===== src/etc_pkg.sv =====
// Constants and types shared by the E1 transmit and common control block.
// Assumes a byte-wide register port and a framer clocked well above the line rate.
package etc_pkg;

	// ****************************************
	// Register offsets
	// ****************************************
	localparam logic [7:0] ADDR_TX_CONTROL_ONE = 8'h12;
	localparam logic [7:0] ADDR_TX_CONTROL_TWO = 8'h13;
	localparam logic [7:0] ADDR_COMMON_LINE_CONTROL_ONE = 8'h14;
	localparam logic [7:0] ADDR_FRAMER_STATUS = 8'h15;
	localparam logic [7:0] ADDR_TX_ALIGN_FRAME = 8'h16;
	localparam logic [7:0] ADDR_TX_NONALIGN_FRAME = 8'h17;
	localparam logic [7:0] ADDR_SIGNALING_FIRST = 8'h20;
	localparam logic [7:0] ADDR_SIGNALING_LAST = 8'h2F;
	localparam logic [7:0] REG_RESET_VALUE = 8'h00;

	// ****************************************
	// Field positions
	// ****************************************
	localparam int OUTPUT_FORMAT_SELECT = 7;
	localparam int TS_ZERO_PASS_THROUGH = 6;
	localparam int TS_SIXTEEN_SOURCE_SELECT = 5;
	localparam int UNFRAMED_ONES_FORCE = 4;
	localparam int INTL_BIT_SOURCE_SELECT = 3;
	localparam int SIGNALING_ONES_FORCE = 2;
	localparam int TX_SYNC_MODE = 1;
	localparam int TX_SYNC_DIRECTION = 0;

	localparam int PULSE_WIDTH_MODE = 2;
	localparam int AUTO_EBIT_ENABLE = 1;
	localparam int PIN_FUNCTION_SELECT = 0;

	localparam int FRAMER_LOOPBACK_ENABLE = 7;
	localparam int TX_LINE_CODE_ENABLE = 6;
	localparam int TX_G_EIGHT_OH_TWO_ENABLE = 5;
	localparam int TX_CHECKSUM_ENABLE = 4;
	localparam int RX_SIGNALING_MODE = 3;
	localparam int RX_LINE_CODE_ENABLE = 2;
	localparam int RX_G_EIGHT_OH_TWO_ENABLE = 1;
	localparam int RX_CHECKSUM_ENABLE = 0;

	// ****************************************
	// Frame structure
	// ****************************************
	localparam logic [7:0] LAST_BIT_OF_FRAME = 8'hFF;
	localparam logic [4:0] TS_ALIGN = 5'h00;
	localparam logic [4:0] TS_SIGNALING = 5'h10;
	localparam logic [3:0] FIRST_EBIT_FRAME = 4'hC;
	localparam logic [2:0] LAST_FRAME_OF_SUBMF = 3'h7;
	localparam logic [5:0] MF_ALIGN_PATTERN = 6'h0B;

	typedef enum logic [1:0] {
		MARK_ZERO,
		MARK_PULSE,
		MARK_BALANCE,
		MARK_VIOLATION
	} etc_mark_type;

endpackage : etc_pkg


===== src/etc_hdb3_encoder.sv =====
// Line coder for the transmit bit stream: AMI, optionally with HDB3 substitution.
// Assumes one shift strobe per transmitted bit from logic on the same clock.
`timescale 1ns/1ps

module etc_hdb3_encoder
	import etc_pkg::*;
(
	input wire logic clk,
	input wire logic rst_n,
	input wire logic shift,
	input wire logic bit_in,
	input wire logic hdb3_enable,
	output logic line_pos,
	output logic line_neg
);

	typedef struct packed {
		etc_mark_type [3:0] window;
		logic odd_pulses;
		logic last_pol;
		logic pos;
		logic neg;
	} etc_enc_state_type;

	etc_enc_state_type s;
	etc_enc_state_type n;

	// ****************************************
	// Four-bit look-ahead window
	// ****************************************
	// The window delays AMI by four bits too, so both codes share one latency.
	always_comb begin
		etc_mark_type incoming;
		incoming = MARK_ZERO;
		n = s;
		if (shift) begin
			incoming = bit_in ? MARK_PULSE : MARK_ZERO;
			if (incoming == MARK_PULSE) begin
				n.odd_pulses = ~s.odd_pulses;
			end
			n.window[3:1] = s.window[2:0];
			n.window[0] = incoming;
			if (hdb3_enable && !bit_in && s.window[0] == MARK_ZERO &&
				s.window[1] == MARK_ZERO && s.window[2] == MARK_ZERO) begin
				n.window[0] = MARK_VIOLATION;
				n.window[3] = s.odd_pulses ? MARK_ZERO : MARK_BALANCE;
				n.odd_pulses = 1'b0;
			end
			n.pos = 1'b0;
			n.neg = 1'b0;
			unique case (s.window[3])
				MARK_ZERO: begin
				end
				MARK_PULSE, MARK_BALANCE: begin
					n.last_pol = ~s.last_pol;
					n.pos = ~s.last_pol;
					n.neg = s.last_pol;
				end
				MARK_VIOLATION: begin
					n.pos = s.last_pol;
					n.neg = ~s.last_pol;
				end
			endcase
		end
	end

	always_ff @(posedge clk) begin
		if (!rst_n) begin
			s <= '0;
		end else begin
			s <= n;
		end
	end

	assign line_pos = s.pos;
	assign line_neg = s.neg;

endmodule : etc_hdb3_encoder


===== src/etc_tx_common_control.sv =====
// Transmit formatter and common line control of one E1 framer.
// Assumes line-side pins arrive asynchronously and are resynchronised here.
`timescale 1ns/1ps

module etc_tx_common_control
	import etc_pkg::*;
(
	input wire logic REF_CLK,
	input wire logic RST_N,
	input wire logic [7:0] ADDR,
	input wire logic [7:0] WDATA,
	input wire logic WR,
	input wire logic RD,
	output logic [7:0] RDATA,
	input wire logic TX_CLOCK_IN,
	input wire logic TX_SERIAL_INPUT,
	input wire logic TX_SYNC_PIN_IN,
	output logic TX_SYNC_PIN_OUT,
	output logic TX_SYNC_PIN_OE,
	output logic TX_LINE_POSITIVE,
	output logic TX_LINE_NEGATIVE,
	input wire logic RX_CLOCK_IN,
	input wire logic RX_LINE_POSITIVE,
	input wire logic RX_LINE_NEGATIVE,
	input wire logic RX_SUBMF_ERROR,
	output logic RX_CLOCK_OUT,
	output logic RX_DATA,
	output logic RX_SIGNALING_MODE_OUT,
	output logic RX_CHECKSUM_ENABLE_OUT
);

	typedef struct packed {
		logic [7:0] tx_control_one;
		logic [7:0] tx_control_two;
		logic [7:0] common_line_control_one;
		logic [7:0] tx_align_frame_reg;
		logic [7:0] tx_nonalign_frame_reg;
		logic [15:0][7:0] signaling_reg;
		logic [7:0] rdata;
		logic [5:0] meta;
		logic [5:0] sync;
		logic tx_clock_in_prev;
		logic rclk_prev;
		logic tx_sync_pin_prev;
		logic [7:0] bit_cnt;
		logic [3:0] frame;
		logic [3:0] crc;
		logic [3:0] crc_hold;
		logic ebit_error;
		logic tick_d;
		logic line_bit;
		logic tx_pos;
		logic tx_neg;
		logic sync_out;
		logic [2:0] rx_window;
		logic rx_last_pol;
		logic rx_data;
		logic rx_clk;
	} etc_state_type;

	etc_state_type s;
	etc_state_type n;

	logic tx_clock_in_rise;
	logic tx_bit;
	logic enc_pos;
	logic enc_neg;

	// ****************************************
	// Line coder
	// ****************************************
	etc_hdb3_encoder u_encoder (
		.clk(REF_CLK),
		.rst_n(RST_N),
		.shift(tx_clock_in_rise),
		.bit_in(tx_bit),
		.hdb3_enable(s.common_line_control_one[TX_LINE_CODE_ENABLE]),
		.line_pos(enc_pos),
		.line_neg(enc_neg)
	);

	// ****************************************
	// Next state
	// ****************************************
	always_comb begin
		logic tx_clock_in;
		logic rclk;
		logic tx_serial_input;
		logic tx_sync_pin_in;
		logic tx_clock_in_fall;
		logic rclk_rise;
		logic [4:0] ts;
		logic [2:0] k;
		logic fas;
		logic si;
		logic si_src;
		logic ebit_slot;
		logic ebit_sent;
		logic crc_in;
		logic fb;
		logic [3:0] crc_next;
		logic loop;
		logic rx_strobe;
		logic rx_line_positive;
		logic rx_line_negative;
		logic pulse;
		logic viol;
		logic [2:0] win;
		tx_clock_in = s.sync[0];
		tx_serial_input = s.sync[1];
		tx_sync_pin_in = s.sync[2];
		rclk = s.sync[3];
		n = s;
		n.meta = {RX_LINE_NEGATIVE, RX_LINE_POSITIVE, RX_CLOCK_IN, TX_SYNC_PIN_IN,
			TX_SERIAL_INPUT, TX_CLOCK_IN};
		n.sync = s.meta;
		n.tx_clock_in_prev = tx_clock_in;
		n.rclk_prev = rclk;
		n.tx_sync_pin_prev = tx_sync_pin_in;
		tx_clock_in_rise = tx_clock_in & ~s.tx_clock_in_prev;
		tx_clock_in_fall = ~tx_clock_in & s.tx_clock_in_prev;
		rclk_rise = rclk & ~s.rclk_prev;
		loop = s.common_line_control_one[FRAMER_LOOPBACK_ENABLE];

		// Register port
		if (WR) begin
			unique case (ADDR)
				ADDR_TX_CONTROL_ONE: n.tx_control_one = WDATA;
				ADDR_TX_CONTROL_TWO: n.tx_control_two = WDATA;
				ADDR_COMMON_LINE_CONTROL_ONE: n.common_line_control_one = WDATA;
				ADDR_TX_ALIGN_FRAME: n.tx_align_frame_reg = WDATA;
				ADDR_TX_NONALIGN_FRAME: n.tx_nonalign_frame_reg = WDATA;
				default: begin
					if (ADDR >= ADDR_SIGNALING_FIRST && ADDR <= ADDR_SIGNALING_LAST) begin
						n.signaling_reg[ADDR[3:0]] = WDATA;
					end
				end
			endcase
		end
		n.rdata = 8'h00;
		if (RD) begin
			unique case (ADDR)
				ADDR_TX_CONTROL_ONE: n.rdata = s.tx_control_one;
				ADDR_TX_CONTROL_TWO: n.rdata = s.tx_control_two;
				ADDR_COMMON_LINE_CONTROL_ONE: n.rdata = s.common_line_control_one;
				ADDR_FRAMER_STATUS: n.rdata = {loop, 3'h0, s.frame};
				ADDR_TX_ALIGN_FRAME: n.rdata = s.tx_align_frame_reg;
				ADDR_TX_NONALIGN_FRAME: n.rdata = s.tx_nonalign_frame_reg;
				default: begin
					if (ADDR >= ADDR_SIGNALING_FIRST && ADDR <= ADDR_SIGNALING_LAST) begin
						n.rdata = s.signaling_reg[ADDR[3:0]];
					end
				end
			endcase
		end

		// Transmit bit selection; bit 1 of a timeslot goes out first
		ts = s.bit_cnt[7:3];
		k = s.bit_cnt[2:0];
		fas = ~s.frame[0];
		ebit_slot = 1'b0;
		si_src = tx_serial_input;
		if (s.tx_control_one[INTL_BIT_SOURCE_SELECT]) begin
			si_src = fas ? s.tx_align_frame_reg[7] : s.tx_nonalign_frame_reg[7];
		end
		si = si_src;
		if (s.common_line_control_one[TX_CHECKSUM_ENABLE]) begin
			if (fas) begin
				si = s.crc_hold[~s.frame[2:1]];
			end else if (s.frame < FIRST_EBIT_FRAME) begin
				si = MF_ALIGN_PATTERN[3'd5 - s.frame[3:1]];
			end else begin
				ebit_slot = 1'b1;
				if (s.tx_control_two[AUTO_EBIT_ENABLE]) begin
					si = ~s.ebit_error;
				end
			end
		end
		tx_bit = tx_serial_input;
		if (ts == TS_ALIGN) begin
			if (k == 3'h0) begin
				tx_bit = si;
			end else if (s.tx_control_one[TS_ZERO_PASS_THROUGH]) begin
				tx_bit = tx_serial_input;
			end else begin
				tx_bit = fas ? s.tx_align_frame_reg[~k] : s.tx_nonalign_frame_reg[~k];
			end
		end else if (ts == TS_SIGNALING) begin
			if (s.tx_control_one[SIGNALING_ONES_FORCE]) begin
				tx_bit = 1'b1;
			end else if (s.tx_control_one[TS_SIXTEEN_SOURCE_SELECT]) begin
				tx_bit = s.signaling_reg[s.frame][~k];
			end
		end
		if (s.tx_control_one[UNFRAMED_ONES_FORCE]) begin
			tx_bit = 1'b1;
		end

		// Checksum runs with its own C-bit slots taken as zero
		crc_in = (ts == TS_ALIGN && k == 3'h0 && fas) ? 1'b0 : tx_bit;
		fb = crc_in ^ s.crc[3];
		crc_next = {s.crc[2], s.crc[1], s.crc[0] ^ fb, fb};
		ebit_sent = 1'b0;
		n.tick_d = tx_clock_in_rise;
		if (tx_clock_in_rise) begin
			n.line_bit = tx_bit;
			n.crc = crc_next;
			n.bit_cnt = s.bit_cnt + 8'h01;
			n.sync_out = (s.bit_cnt == 8'h00) &&
				(!s.tx_control_one[TX_SYNC_MODE] || s.frame == 4'h0);
			ebit_sent = ebit_slot && ts == TS_ALIGN && k == 3'h0 &&
				s.tx_control_two[AUTO_EBIT_ENABLE];
			if (s.bit_cnt == LAST_BIT_OF_FRAME) begin
				n.frame = s.frame + 4'h1;
				if (s.frame[2:0] == LAST_FRAME_OF_SUBMF) begin
					n.crc_hold = crc_next;
					n.crc = 4'h0;
				end
			end
		end
		// A new error beats the clear caused by reporting the previous one
		n.ebit_error = (s.ebit_error & ~ebit_sent) | RX_SUBMF_ERROR;

		// Sync pin as input realigns the bit counter, and the frame counter too when TX_SYNC_MODE is set
		if (!s.tx_control_one[TX_SYNC_DIRECTION] && tx_sync_pin_in && !s.tx_sync_pin_prev) begin
			n.bit_cnt = 8'h00;
			if (s.tx_control_one[TX_SYNC_MODE]) begin
				n.frame = 4'h0;
			end
		end

		// Output shaping
		if (s.tick_d) begin
			if (s.tx_control_one[OUTPUT_FORMAT_SELECT]) begin
				n.tx_pos = s.line_bit;
				n.tx_neg = 1'b0;
			end else begin
				n.tx_pos = enc_pos;
				n.tx_neg = enc_neg;
			end
		end else if (tx_clock_in_fall && s.tx_control_two[PULSE_WIDTH_MODE]) begin
			n.tx_pos = 1'b0;
			n.tx_neg = 1'b0;
		end

		// Receive side: line inputs or the looped transmit marks
		rx_strobe = loop ? tx_clock_in_rise : rclk_rise;
		rx_line_positive = loop ? enc_pos : s.sync[4];
		rx_line_negative = loop ? enc_neg : s.sync[5];
		pulse = rx_line_positive | rx_line_negative;
		viol = s.common_line_control_one[RX_LINE_CODE_ENABLE] && pulse &&
			(rx_line_positive == s.rx_last_pol);
		win = s.rx_window;
		if (viol) begin
			win[2] = 1'b0;
		end
		if (rx_strobe) begin
			n.rx_data = win[2];
			n.rx_window = {win[1:0], pulse & ~viol};
			if (pulse) begin
				n.rx_last_pol = rx_line_positive;
			end
		end
		n.rx_clk = loop ? tx_clock_in : rclk;
	end

	// ****************************************
	// State register
	// ****************************************
	always_ff @(posedge REF_CLK) begin
		if (!RST_N) begin
			s <= '0;
		end else begin
			s <= n;
		end
	end

	assign RDATA = s.rdata;
	assign TX_SYNC_PIN_OUT = s.sync_out;
	assign TX_SYNC_PIN_OE = s.tx_control_one[TX_SYNC_DIRECTION];
	assign TX_LINE_POSITIVE = s.tx_pos;
	assign TX_LINE_NEGATIVE = s.tx_neg;
	assign RX_CLOCK_OUT = s.rx_clk;
	assign RX_DATA = s.rx_data;
	assign RX_SIGNALING_MODE_OUT = s.common_line_control_one[RX_SIGNALING_MODE];
	assign RX_CHECKSUM_ENABLE_OUT = s.common_line_control_one[RX_CHECKSUM_ENABLE];

endmodule : etc_tx_common_control


===== config.mk =====
export PLATFORM = sky130hd
export DESIGN_NAME = etc_tx_common_control
export DESIGN_NICKNAME = d
export VERILOG_FILES = /design/src/etc_pkg.sv /design/src/etc_hdb3_encoder.sv /design/src/etc_tx_common_control.sv
export SDC_FILE = /design/constraint.sdc
export NUM_CORES = 1
export LEC_CHECK = 0
export BUFFER_PORTS_ARGS = -buffer_cell sky130_fd_sc_hd__buf_2
export CAP_MARGIN = 0
export CORE_UTILIZATION = 52
export CTS_CLUSTER_DIAMETER = 80
export CTS_CLUSTER_SIZE = 20
export DETAILED_ROUTE_END_ITERATION = 10
export HOLD_SLACK_MARGIN = 0.08
export PLACE_DENSITY = 0.71
export SLEW_MARGIN = 15
export SYNTH_ARGS = -nofsm -noshare
export SYNTH_HDL_FRONTEND = slang
export SYNTH_HIERARCHICAL = 1
export SYNTH_SLANG_ARGS = --single-unit

===== constraint.sdc =====
create_clock -name REF_CLK -period 2.9 [get_ports REF_CLK]
set_input_delay 0.145 -clock REF_CLK [delete_from_list [all_inputs] [get_ports REF_CLK]]
set_output_delay 0.145 -clock REF_CLK [all_outputs]
set_load 0.05 [all_outputs]

; Word level (Yosys, flattened, before mapping)
; Memory sizes are Yosys's and may differ from the RTL's.
; Cells that the tools add are included.
[classes]
shifts = 0
eq_ne = 14
n_div = 0
magnitude_cmp = 9
bitwise_logic = 22
add_sub_neg = 3
muxes = 56
n_reduce_logical = 45
n_mul = 0
[op_table]
columns = op, count
row1 = $bwmux 128, 1
row2 = $bmux 8 s4, 2
row3 = $eq 8x5->1 const B, 6
row4 = $pmux 8 s6, 1
row5 = $mux 8, 5
row6 = $demux 8 s4, 1
row7 = $mux 1, 31
row8 = $mux 12, 2
row9 = $reduce_and 2->1, 9
row10 = $logic_and 1x1->1, 17
row11 = $not 1->1, 11
row12 = $lt 4x5->1 const B, 2
row13 = $mux 2, 5
row14 = $bmux 1 s3, 3
row15 = $add 8x1->8 const B, 1
row16 = $eq 8x8->1 const B, 1
row17 = $ge 8x6->1 const B, 1
row18 = $le 8x6->1 const B, 1
row19 = $logic_not 8->1, 1
row20 = $lt 3x4->1 const B, 2
row21 = $mux 4, 2
row22 = $logic_not 2->1, 3
row23 = $reduce_and 3->1, 2
row24 = $and 1x1->1, 5
row25 = other kinds (25), 34
[word_totals]
input_bits = 27
memories = 1
ram_bits = 0
latch_bits = 0
out_inout_bits = 16
regBits = 235
romBits = 8
word_cells = 199
[mem_list]
columns = name, words, width, rd, rd_clocked_by_memory_dff, wr, line_no
row1 = (name not given), 8, 1, 1, 0, 0, etc_tx_common_control.sv:171  ; si = MF_ALIGN_PATTERN[3'd5 - s.frame[3:1]];

; Depth between registers and ports, before layout
; Gate-level depths: netlist (run 1).
[logic_depth]
ltp_word = 17
ltp_mapped = 15
ltp_nobuf = 12

; Modules after synthesis
; The synthesis (run 1) kept the hierarchy.
[by_module_without_submodules]
columns = mod, area_each_um2, cells_each, seq_area_each_um2, instances
row1 = etc_tx_common_control, 11374.7, 1099, 4464.3, 1
row2 = etc_hdb3_encoder, 506.7, 49, 240.2, 1

; Worst setup path before layout (run 1)
; Ideal clock, no wire load.
[synth_path]
path_kind = reg-to-reg
from = register s[20] in the netlist's numbering
to = register u_encoder/s[3] in the netlist's numbering
slack_ps = 37
stages_incl_launch_ff = 13
t_arrival_ps = 2747
path_buffers = 1
synth_period_minus_slack_ps = 2863
cell_sequence = dfxtp_1 -> buf_6 -> mux4_2 -> a2111oi_0 -> nor3_1 -> o41a_1 -> nand2_1 -> nand2_1 -> nand2_1 -> nand2_1 -> nor4b_4 -> nand3_2 -> and3_1
[synth_via]
elab_chain_cells = 16
[synth_rtl]
columns = element, line_no
row1 = "start, declared", etc_tx_common_control.sv:61  ; etc_state_type s;
row2 = "start signal, assigned", etc_tx_common_control.sv:274  ; s <= n;
row3 = $bmux 8 s4 / $mux 1 (equally long branches), "etc_tx_common_control.sv:192, etc_tx_common_control.sv:164"
row4 = $mux 8 (not written as such) / $mux 1 (equally long branches), "etc_tx_common_control.sv:192, etc_tx_common_control.sv:163"
row5 = $bmux 1 s3 / $mux 1 (equally long branches), "etc_tx_common_control.sv:192, etc_tx_common_control.sv:174"
row6 = $mux 1 (on tied branches), "etc_tx_common_control.sv:192, etc_tx_common_control.sv:170"
row7 = $mux 1 (on tied branches), "etc_tx_common_control.sv:191, etc_tx_common_control.sv:168"
row8 = $mux 1 (on tied branches), "etc_tx_common_control.sv:189, etc_tx_common_control.sv:167"
row9 = $mux 1 (on tied branches), "etc_tx_common_control.sv:188, etc_tx_common_control.sv:181"
row10 = $mux 1 *, etc_tx_common_control.sv:180  ; if (ts == TS_ALIGN) begin
row11 = $mux 1 *, etc_tx_common_control.sv:195  ; if (s.tx_control_one[UNFRAMED_ONES_FORCE]) begin
row12 = named net tx_bit, etc_tx_common_control.sv:65  ; logic tx_bit;
row13 = $logic_not 1->1, etc_hdb3_encoder.sv:43  ; if (hdb3_enable && !bit_in && s.window[0] == MARK_ZERO &&
row14 = $logic_and 1x1->1 (3 in series), etc_hdb3_encoder.sv:43
row15 = $logic_and 1x1->1, etc_hdb3_encoder.sv:44  ; s.window[1] == MARK_ZERO && s.window[2] == MARK_ZERO) begin
row16 = $reduce_bool 2->1 (no source line), n/a
row17 = $reduce_and 2->1 (no source line), n/a
row18 = "end signal, assigned", etc_hdb3_encoder.sv:71  ; s <= n;
row19 = "end, declared", etc_hdb3_encoder.sv:25  ; etc_enc_state_type s;
; Mark *: on every way through the listed nets, which the timed path passes. The rest lies on a longest branch. The select of a mux whose other input is x is not followed.
; A chain may end at the register's enable or synchronous reset.

; Final worst setup path (run 1)
; Same ends and word-level chain as after synthesis.

==> flow_metrics.tcl, run 1 <==
set metrics [dict create \
    cts_buffer_depth 3 \
    design_area_sq_mm 0.0131 \
    fin_crit_sh_pct 105 \
    power.total_w 0.00564 \
    startpoint "s[20]" \
    first_global_vias 8679 \
    cpMaxStageDelayCell "mux4_2" \
    netlist.area_leader.share_pct 39.6 \
    final-hold-violation-count 0 \
    rows 54 \
    yosys-top-cells-area "dfxtp_1 (40%), mux4_2 (16%), mux2i_1 (12%), nor2b_1 (7.0%), nand2_1 (4.7%)" \
    synth_xor_area_share_pct 1.02 \
    synthAdderAreaFrac_pct 0.842 \
    syn_nets 1183 \
    synth_cell_types 63 \
    netlist_instances 1148 \
    clk_pin_slew_worst_paths_ns 0.09 \
    hp-class "primary input to register" \
    yosys.area.top_type "dfxtp_1" \
    seq_area_sq_mm 0.00471 \
    synth_top_family_by_area "multiplexers" \
    r2r_slack_ns -0.14 \
    route.detailed.drc 0 \
    fin_ws_ns -0.136 \
    die-width_microns 153 \
    final_cell_mix "dfxtp_1 (233), nand2_1 (147), mux2i_1 (147), nor2b_1 (132), mux4_2 (82)" \
    firstDrtPassIters 5 \
    critPathKind "register to register" \
    cts_tree "done" \
    root_buffer "clkbuf_16" \
    reg2reg_to "u_encoder/s[3]" \
    worstMarginPinSlew_ns 0.816 \
    io_pins 43 \
    ir_drop_v 0.000494 \
    p_switching_w 0.00133 \
    cp.buffers_inverters 2 \
    wl_met2_microns 13900 \
    met1Wirelength_microns 14100 \
    syn2layout_area_growth_pct 10.4 \
    grtUsageTotal_pct 27.6 \
    ys_ff_latch 235 \
    portBuffers 42 \
    ys_seq_area_share_pct 39.6 \
    synth_ff_type "dfxtp_1" \
    p_seq_share_pct 57.6 \
    crit_cells 14 \
    p_int_w 0.00431 \
    core_sq_mm 0.0221 \
    cp.required_ns 3.29 \
    rsz0062_at_grt "yes" \
    switching_share_pct 23.6 \
    crit_end "u_encoder/s[3]" \
    drt_iter0_markers 864 \
    combPwrFrac_pct 6.3 \
    slew_headroom_pct 45.6 \
    synth_simple_gate_area_share_pct 18.7 \
    critPathArrivalTime_ns 3.42 \
    synthMuxAreaShare_pct 28.5 \
    crit_chain "buf_12 > buf_8 > mux4_2 > mux2_4 > o22ai_4 > nor3_2 > o41a_1 > nand2_1 > nand2_1 > nand2_2 > nand2_2 > nor4b_4 > nand3_2 > and3_1" \
    placed_area_sq_mm 0.0126 \
    dp.final_hpwl_microns 22000 \
    grt_max_degree 61 \
    dp_slack_ns -0.157 \
    r2r-start "s[20]" \
    fin_crit_ns 3.04 \
    drv_slew 0 \
    grt_pass1_wl_microns 50200 \
    highest_layer "met4" \
    htree_levels 1 \
    avgSynthCellArea_sq_um 10.3 \
    antenna_found_initial 0 \
    cap_viol_max_count 0 \
    routed_via_density 6.08 \
    status "complete, but fails checks" \
    pwr-share-clk_pct 36.1 \
    finalSetupViolations 6 \
    numCtsBuffers 15 \
    worstPathMaxFanout 8 \
    die-area_sq_mm 0.0235 \
    clk_latency_ns 0.50 \
    ant_nets 0 \
    crit_family "simple AND/OR/NAND/NOR gates" \
    netlist_area_sq_mm 0.0119 \
    dr_total_vias 8959 \
    synthArstFlopShare_pct 0 \
    synth_compound_area_share_pct 7.46 \
    start_kind "register" \
    max_freq_mhz 329 \
    nets 1229 \
    fin_worst_skew_ns 0.0238 \
    violations "setup timing" \
    fp.dieH_microns 153 \
    start_util_pct 53.8 \
    drive_above_1_share_pct 20.4 \
    n_fill_cell 1848 \
    met3WireLength_microns 2640 \
    cp-end-kind "register" \
    wirelength_microns 32000 \
    reg2reg_depth 14 \
    multiInputGateArea_sq_mm 0.00678 \
    cts_sinks 235 \
    slowest_delay_ns 0.49 \
    diodes 0 \
    yosysWarnings 6 \
    p_leak_nw 4.68 \
    final_common_cell "dfxtp_1" \
    grt_overflow 0 \
    synth_edf_count 0 \
    wl_per_cell_microns 21.7 \
    gp_congestion 0.888 \
    power_density_mw_per_mm2 430 \
]
==> power by group through the flow <==
stage / clock network, W / registers [W] / logic [W]
after detailed placement: 0 / 0.00333 / 0.000336
final: 0.00204 / 0.00325 / 0.000353
after global routing: 0.00219 / 0.00326 / 0.000373
after floorplan: 0 / 0.00333 / 0.000231
after CTS: 0.00206 / 0.00325 / 0.000347
after global placement: 0 / 0.00333 / 0.000336
==> layout make-up <==
cell class | count | share of cell area (%)
clock buffer | 15 | 2.86
clock inverter | 1 | 0.0572
inverter | 17 | 0.486
multi-input combinational | 810 | 51.7
sequential | 235 | 35.9
tap | 280 | 2.67
timing repair buffer | 115 | 6.34
==> worst min path at each step <==
stage / startpoint / endpoint / slack (ns) / cells after the start
floorplan: RX_SUBMF_ERROR / s[11] / 0.27 / 1
global placement: TX_CLOCK_IN / n[35] / 0.35 / 2
detailed placement: RX_LINE_POSITIVE / n[39] / 0.35 / 2
CTS: RST_N / s[11] / 0.13 / 2
global route: RST_N / s[11] / 0.17 / 2
finish: RST_N / s[11] / 0.14 / 2
==> kinds of logic (layout without fill, tap and decap cells) <==
kind of cell               Yosys count  count (layout)
and+or+nand+nor                    433             433
muxes                              235             235
DFF                                235             235
AOI/OAI and AO/OA                  121             121
buffers and inverters              103             148
xor gates and xnor gates            13              13
adders and majority gates            8               8
==> registers in the layout (all words and copies together), names as in the netlist <==
| signal | count |
|---|---|
| s | 198 |
| RDATA | 8 |
| u_encoder/line_pos | 1 |
| RX_DATA | 1 |
| u_encoder/s | 10 |
| u_encoder/line_neg | 1 |
| RX_SIGNALING_MODE_OUT | 1 |
| n | 9 |
| RX_CLOCK_OUT | 1 |
| RX_CHECKSUM_ENABLE_OUT | 1 |
| TX_SYNC_PIN_OUT | 1 |
| TX_LINE_NEGATIVE | 1 |
| TX_SYNC_PIN_OE | 1 |
| TX_LINE_POSITIVE | 1 |
==> per-stage QoR <==
| step | hold WS, ns | cells | TNS, ns | utilization, % |
|---|---|---|---|---|
| 2_1_floorplan | 0.269 | 1148 | 0 | - |
| 3_3_place_gp | 0.354 | 1445 | -0.172 | 56.8 |
| 3_5_place_dp | 0.354 | 1445 | -0.436 | 56.8 |
| 4_1_cts | 0.135 | 1473 | -0.237 | 59.2 |
| 5_1_grt | 0.165 | 1473 | -1.62 | 59.4 |
| 6_report | 0.143 | 1473 | -0.423 | 59.4 |
==> cells in the mapped netlist (3+ instances only) <==
| library cell | n |
|---|---|
| a21boi_0 | 5 |
| a21boi_1 | 48 |
| a21oi_1 | 16 |
| a221oi_1 | 4 |
| a22oi_1 | 6 |
| a31oi_1 | 5 |
| and2_1 | 23 |
| and3_1 | 4 |
| buf_1 | 7 |
| buf_2 | 6 |
| buf_4 | 11 |
| buf_6 | 3 |
| clkbuf_1 | 59 |
| dfxtp_1 | 235 |
| ha_1 | 8 |
| inv_1 | 12 |
| inv_2 | 5 |
| mux2_2 | 5 |
| mux2i_1 | 147 |
| mux4_2 | 82 |
| nand2_1 | 149 |
| nand2b_1 | 5 |
| nand3_1 | 22 |
| nand3b_1 | 3 |
| nand4_1 | 6 |
| nor2_1 | 51 |
| nor2_2 | 5 |
| nor2b_1 | 132 |
| nor3_1 | 7 |
| nor3b_1 | 4 |
| nor4_1 | 4 |
| o21ai_0 | 10 |
| o22ai_1 | 6 |
| or2_2 | 5 |
| or3_1 | 3 |
| xnor2_1 | 6 |
| xor2_1 | 6 |
==> per-layer routing <==
layer  vias up  GRT usage [%]
li1       4120              -
met1      4331           39.2
met2       425           41.6
met3        83           4.25
met4         0           12.5
met5         -              0
==> repair_timing <==
item / in CTS / in global routing
gates resized for setup: 11 / 5
setup endpoints to repair: 6 / 8
pin swaps: 8 / 3
endpoints found under the hold margin: 15 / 0
hold buffers: 8 / 0
setup buffers: 5 / 1
==> worst reg2reg max path, cell delays in order (launching register included) <==
cell and delay (ns):
dfxtp_4 0.38, buf_12 0.14, buf_8 0.14, mux4_2 0.50, mux2_4 0.29, o22ai_4 0.14
nor3_2 0.06, o41a_1 0.39, nand2_1 0.10, nand2_1 0.06, nand2_2 0.08, nand2_2 0.08
nor4b_4 0.25, nand3_2 0.13, and3_1 0.18
No activity file was read; power rests on OpenSTA's default activity.
==> inputs of run 2 (changes only) <==
--- a/config.mk
+++ b/config.mk
@@ -5,14 +5,15 @@
 export SDC_FILE = /design/constraint.sdc
 export NUM_CORES = 1
 export LEC_CHECK = 0
-export BUFFER_PORTS_ARGS = -buffer_cell sky130_fd_sc_hd__buf_2
+export ABC_AREA = 1
 export CAP_MARGIN = 0
 export CORE_UTILIZATION = 52
 export CTS_CLUSTER_DIAMETER = 80
 export CTS_CLUSTER_SIZE = 20
 export DETAILED_ROUTE_END_ITERATION = 10
+export DONT_BUFFER_PORTS = 1
 export HOLD_SLACK_MARGIN = 0.08
-export PLACE_DENSITY = 0.71
+export PLACE_DENSITY = 0.7
 export SLEW_MARGIN = 15
 export SYNTH_ARGS = -nofsm -noshare
 export SYNTH_HDL_FRONTEND = slang
==> flow_metrics.tcl, run 2 <==
set metrics [dict create \
    rsz0062_at_grt "no" \
    multiInputGateArea_sq_mm 0.00518 \
    cts_buffer_depth 3 \
    portBuffers 0 \
    avgSynthCellArea_sq_um 7.06 \
    drt_iter0_markers 1257 \
    ys_ff_latch 235 \
    synth_edf_count 0 \
    finalSetupTns_ns 0 \
    grt_max_degree 187 \
    finalSetupViolations 0 \
    rows 53 \
    fin_crit_sh_pct 88.8 \
    nets 1578 \
    worstMarginPinSlew_ns 0.989 \
    syn2layout_area_growth_pct 7.22 \
    netlist_area_sq_mm 0.0111 \
    io_pins 43 \
    synth_ff_type "dfxtp_1" \
    yosys.area.top_type "dfxtp_1" \
    worstPathMaxFanout 55 \
    fin_crit_ns 2.58 \
    route.detailed.drc 0 \
    startpoint "s[20]" \
    top_register "s" \
    drive_above_1_share_pct 4.60 \
    status "finished, final reports clean" \
    die-width_microns 148 \
    slew_headroom_pct 34.0 \
    root_buffer "clkbuf_16" \
    n_fill_cell 2070 \
    crit_chain "inv_4 > o21ai_0 > a21oi_1 > nand3_1 > nand3_1 > nand2_1 > nand2_1 > nand2_1 > nand3_1 > nand2_1 > nand2_2 > nand2_4 > nor2_1 > nand3_1 > a21oi_1" \
    placed_area_sq_mm 0.0112 \
    antenna_found_initial 3 \
    critPathArrivalTime_ns 3.01 \
    postCtsResizedCells 0 \
    fp.dieH_microns 148 \
    start_util_pct 52.9 \
    clk_pin_slew_worst_paths_ns 0.09 \
    routed_via_density 5.90 \
    final_cell_mix "dfxtp_1 (234), nand2_1 (232), o21ai_0 (227), a21oi_1 (225), inv_1 (171)" \
    yosysMostFrequentCell "dfxtp_1" \
    firstDrtPassIters 7 \
    largest_reg_flops 198 \
    ys_seq_area_share_pct 42.4 \
    hp-class "primary input to register" \
    wl_per_cell_microns 19.8 \
    syn_nets 1605 \
    numCtsBuffers 15 \
    clk_latency_ns 0.50 \
    netlist_instances 1570 \
    ant_nets 0 \
    dr_total_vias 10743 \
    htree_levels 1 \
    die-area_sq_mm 0.0219 \
    hold_slack_ns 0.0852 \
    final_common_cell "dfxtp_1" \
    dp_slack_ns 0.391 \
    ir_drop_v 0.000424 \
    start_kind "register" \
    yosysWarnings 6 \
    cp-end-kind "register" \
    cts_sinks 235 \
    core_sq_mm 0.0210 \
    final-hold-violation-count 0 \
    drv_slew 0 \
    r2r-start "s[20]" \
    yosys-top-cells-count "dfxtp_1 (235), nand2_1 (232), o21ai_0 (227)" \
    cpMaxStageDelayCell "inv_4" \
    fin_worst_skew_ns 0.0153 \
    grt_overflow 0 \
    power_density_mw_per_mm2 488 \
    first_global_vias 9824 \
    grtUsageTotal_pct 32.7 \
    seq_area_sq_mm 0.00471 \
    grt_pass1_wl_microns 55300 \
    design_area_sq_mm 0.0119 \
    p_leak_nw 4.45 \
    dp.final_hpwl_microns 24000 \
    worstHoldStart "WDATA[6]" \
    slowest_delay_ns 0.44 \
    synth_cell_types 44 \
    critPathKind "register to register" \
    cts_tree "done" \
    yosys-top-cells-area "dfxtp_1 (42%), o21ai_0 (10%), a21oi_1 (10%), nand2_1 (7.9%), inv_1 (5.8%)" \
    max_freq_mhz 388 \
    r2r_slack_ns 0.32 \
    synthArstFlopShare_pct 0 \
    cp.required_ns 3.33 \
    wirelength_microns 36100 \
    cap_viol_max_count 0 \
    gp_congestion 0.952 \
    netlist.area_leader.share_pct 42.4 \
    fin_ws_ns 0.324 \
]
[run 2: cell types whose count changed in the layout (fill, tap and decap cells not counted), sizes merged, moves of 71 or more]
| cell | change |
|---|---|
| nor2b | -132 |
| mux2i | -144 |
| o21ai | +224 |
| o22ai | +72 |
| nand3 | +76 |
| nand2 | +89 |
| a21oi | +211 |
| buf | -71 |
| inv | +160 |
| mux4 | -82 |
[run 2: repair_timing]
item / 4_1_cts / 5_1_grt
hold endpoints to repair: 212 / 0
buffers inserted: 0 / 0
hold buffers: 26 / 0
[run 2: critical path, delay by kind of cell (launching register included)]
| kind | cells | cell delay [ns] |
|---|---|---|
| compound gates | 3 | 0.49 |
| flops | 1 | 0.36 |
| simple gates | 11 | 1.18 |
| buf+inv | 1 | 0.44 |
[run 2: where the power goes]
group / total [W] / internal (W) / switching, W / leakage, nW
clock network: 0.00214 / 0.00103 / 0.00111 / 0.205
logic: 0.000389 / 0.000118 / 0.000271 / 2.35
registers: 0.00327 / 0.00325 / 0.0000237 / 1.90
total: 0.00580 / 0.00440 / 0.00140 / 4.45
[run 2: layout make-up]
cell class / count / area share (%)
antenna: 2 / 0.0421
clock buffer: 16 / 3.19
sequential: 235 / 39.6
inverter: 181 / 5.74
multi-input combinational: 1049 / 43.6
clock inverter: 2 / 0.326
timing repair buffer: 61 / 4.65
tap: 275 / 2.89
[run 2: through the flow]
step                instances  power, W  utilization [%]
CTS                      1819   0.00581             56.7
global route             1821   0.00598             56.7
global placement         1775   0.00363             53.4
floorplan                1570   0.00358                -
detailed placement       1775   0.00364             53.4
finish                   1821   0.00580             56.7
[run 2: metal layers]
metal	vias to the layer above	track usage (%)	part of all wire, %
met4	2	12.4	3.4
met3	88	6.60	9.0
met1	4894	43.8	42
met5	-	0	0.036
li1	5235	-	-
met2	524	51.8	45
[run 2: path summary, 6_finish.rpt]
kind,end,cells after the start
min reg2reg,s[40],2
max,u_encoder/s[11],15
max reg2reg,u_encoder/s[11],15
min,s[141],2
[run 2: kinds of logic (layout without fill, tap and decap cells)]
logic type,count (synthesis),in the layout,synth area share (%)
compound gates,573,573,27.7
xor+xnor,3,3,0.237
fa+ha+maj,8,8,0.903
buf+inv,286,260,10.8
flops,235,235,42.4
mux,3,3,0.271
other cells,0,2,0
simple gates,462,462,17.7
==> inputs of run 3 (changes only) <==
--- a/config.mk
+++ b/config.mk
@@ -7,13 +7,15 @@
 export LEC_CHECK = 0
 export ABC_AREA = 1
 export CAP_MARGIN = 0
-export CORE_UTILIZATION = 52
+export CELL_PAD_IN_SITES_DETAIL_PLACEMENT = 1
+export CELL_PAD_IN_SITES_GLOBAL_PLACEMENT = 1
+export CORE_UTILIZATION = 42
 export CTS_CLUSTER_DIAMETER = 80
 export CTS_CLUSTER_SIZE = 20
 export DETAILED_ROUTE_END_ITERATION = 10
 export DONT_BUFFER_PORTS = 1
 export HOLD_SLACK_MARGIN = 0.08
-export PLACE_DENSITY = 0.7
+export PLACE_DENSITY_LB_ADDON = 0.1
 export SLEW_MARGIN = 15
 export SYNTH_ARGS = -nofsm -noshare
 export SYNTH_HDL_FRONTEND = slang
==> flow_metrics.tcl, run 3 (same netlist as run 2, synthesis figures left out) <==
set metrics [dict create \
    grt_overflow 0 \
    largest_reg_flops 198 \
    htree_levels 1 \
    antenna_found_initial 2 \
    cap_viol_max_count 0 \
    nets 1587 \
    root_buffer "clkbuf_16" \
    final_common_cell "dfxtp_1" \
    route.detailed.drc 0 \
    io_pins 43 \
    power.total_w 0.00611 \
    portBuffers 0 \
    rows 59 \
    diodes 0 \
    cts_tree "done" \
    slew_headroom_pct 30.5 \
    fin_crit_ns 2.63 \
    core_sq_mm 0.0260 \
    dr_total_vias 11101 \
    wl_per_cell_microns 22.5 \
    fin_crit_sh_pct 90.6 \
    cts_sinks 235 \
    finalSetupViolations 0 \
    status "finished, final reports clean" \
    clk_latency_ns 0.52 \
    p_leak_nw 4.54 \
    final-hold-violation-count 0 \
    hold_slack_ns 0.0451 \
    critPathKind "register to register" \
    worstPathMaxFanout 86 \
    rsz0062_at_grt "no" \
    slowest_delay_ns 0.38 \
    numCtsBuffers 16 \
    grt_pass1_wl_microns 64300 \
    die-width_microns 164 \
    drv_slew 0 \
    postCtsResizedCells 0 \
    syn2layout_area_growth_pct 9.55 \
    hp-class "primary input to register" \
    routed_via_density 5.87 \
    start_util_pct 42.7 \
    clk_pin_slew_worst_paths_ns 0.08 \
    drive_above_1_share_pct 5.14 \
    fin_worst_skew_ns 0.0255 \
    start_kind "register" \
    grt_max_degree 183 \
    wirelength_microns 42600 \
    placed_area_sq_mm 0.0113 \
    ant_nets 0 \
    cts_buffer_depth 3 \
    cp-end-kind "register" \
    finalSetupTns_ns 0 \
    cpMaxStageDelayCell "dfxtp_2" \
    cp.required_ns 3.24 \
    first_global_vias 10517 \
    dp.final_hpwl_microns 28700 \
    path_common_cell "nand2_1" \
    fp.dieH_microns 164 \
    crit_chain "buf_12 > nand2_1 > nand3_1 > nand3_1 > nand3_1 > nand2_1 > nand2_1 > nand2_1 > nor2_1 > nand2_1 > nand3_1 > nand2_1 > nand2_2 > nand2_4 > nand2_2 > nand2_1 > nand3_1 > nand2_1 > nand2_1 > a21oi_2" \
    critPathArrivalTime_ns 2.97 \
    top_register "s" \
    grtUsageTotal_pct 31.7 \
    gp_congestion 0.907 \
    ir_drop_v 0.000509 \
    final_cell_mix "dfxtp_1 (234), nand2_1 (232), o21ai_0 (227), a21oi_1 (225), inv_1 (171)" \
    power_density_mw_per_mm2 503 \
    firstDrtPassIters 5 \
    design_area_sq_mm 0.0121 \
    cts_setup_buffers 0 \
    max_freq_mhz 381 \
    die-area_sq_mm 0.0271 \
    worstMarginPinSlew_ns 1.04 \
    drt_iter0_markers 884 \
]
-- run 3: path summary, 6_finish.rpt --
check,startpoint,to,slack (ns),cells past startpoint
setup / recovery,s[20],s[17],0.27,20
hold / removal,RST_N,n[32],0.05,3
setup reg to reg,s[20],s[17],0.27,20
hold reg to reg,s[34],s[10],0.42,1
-- run 3: layer usage --
layer | GRT usage, % | wire length [microns] | up-vias
li1 | - | - | 5254
met1 | 45.6 | 19800 | 5367
met2 | 47.0 | 17900 | 395
met3 | 6.20 | 3340 | 83
met4 | 10.7 | 1490 | 2
met5 | 0 | 13 | -
-- run 3: timing repair --
action	CTS	global route
hold buffers	30	0
endpoints found under the setup margin	0	0
endpoints found under the hold margin	210	0
-- run 3: where the power goes --
part / total (W) / switching (W) / internal (W)
logic: 0.000425 / 0.000304 / 0.000122
clock network: 0.00241 / 0.00122 / 0.00118
registers: 0.00327 / 0.0000248 / 0.00325
-- run 3: critical path: cells and delay by family (launching register included) --
| kind | cells | cell delay, ns |
|---|---|---|
| buffers and inverters | 1 | 0.36 |
| DFF | 1 | 0.38 |
| AOI/OAI and AO/OA | 1 | 0.06 |
| and+or+nand+nor | 18 | 1.62 |
-- run 3: metrics by stage --
stage | worst slack [ns] | util (%) | std cells
after CTS | 0.386 | 46.7 | 1891
final | 0.273 | 46.7 | 1891
after floorplan | 0.863 | - | 1570
after detailed placement | 0.414 | 43.6 | 1839
after global placement | 0.452 | 43.6 | 1839
after global routing | 0.0233 | 46.7 | 1891
-- run 3: area by class of cell --
type | count | area (sq um)
clock buffers | 18 | 439
clock inverters | 4 | 58.8
fillers | 3344 | 13800
inverters | 181 | 682
multi-input cells | 1049 | 5180
flip-flops and latches | 235 | 4710
well taps | 335 | 419
repair buffers | 69 | 661
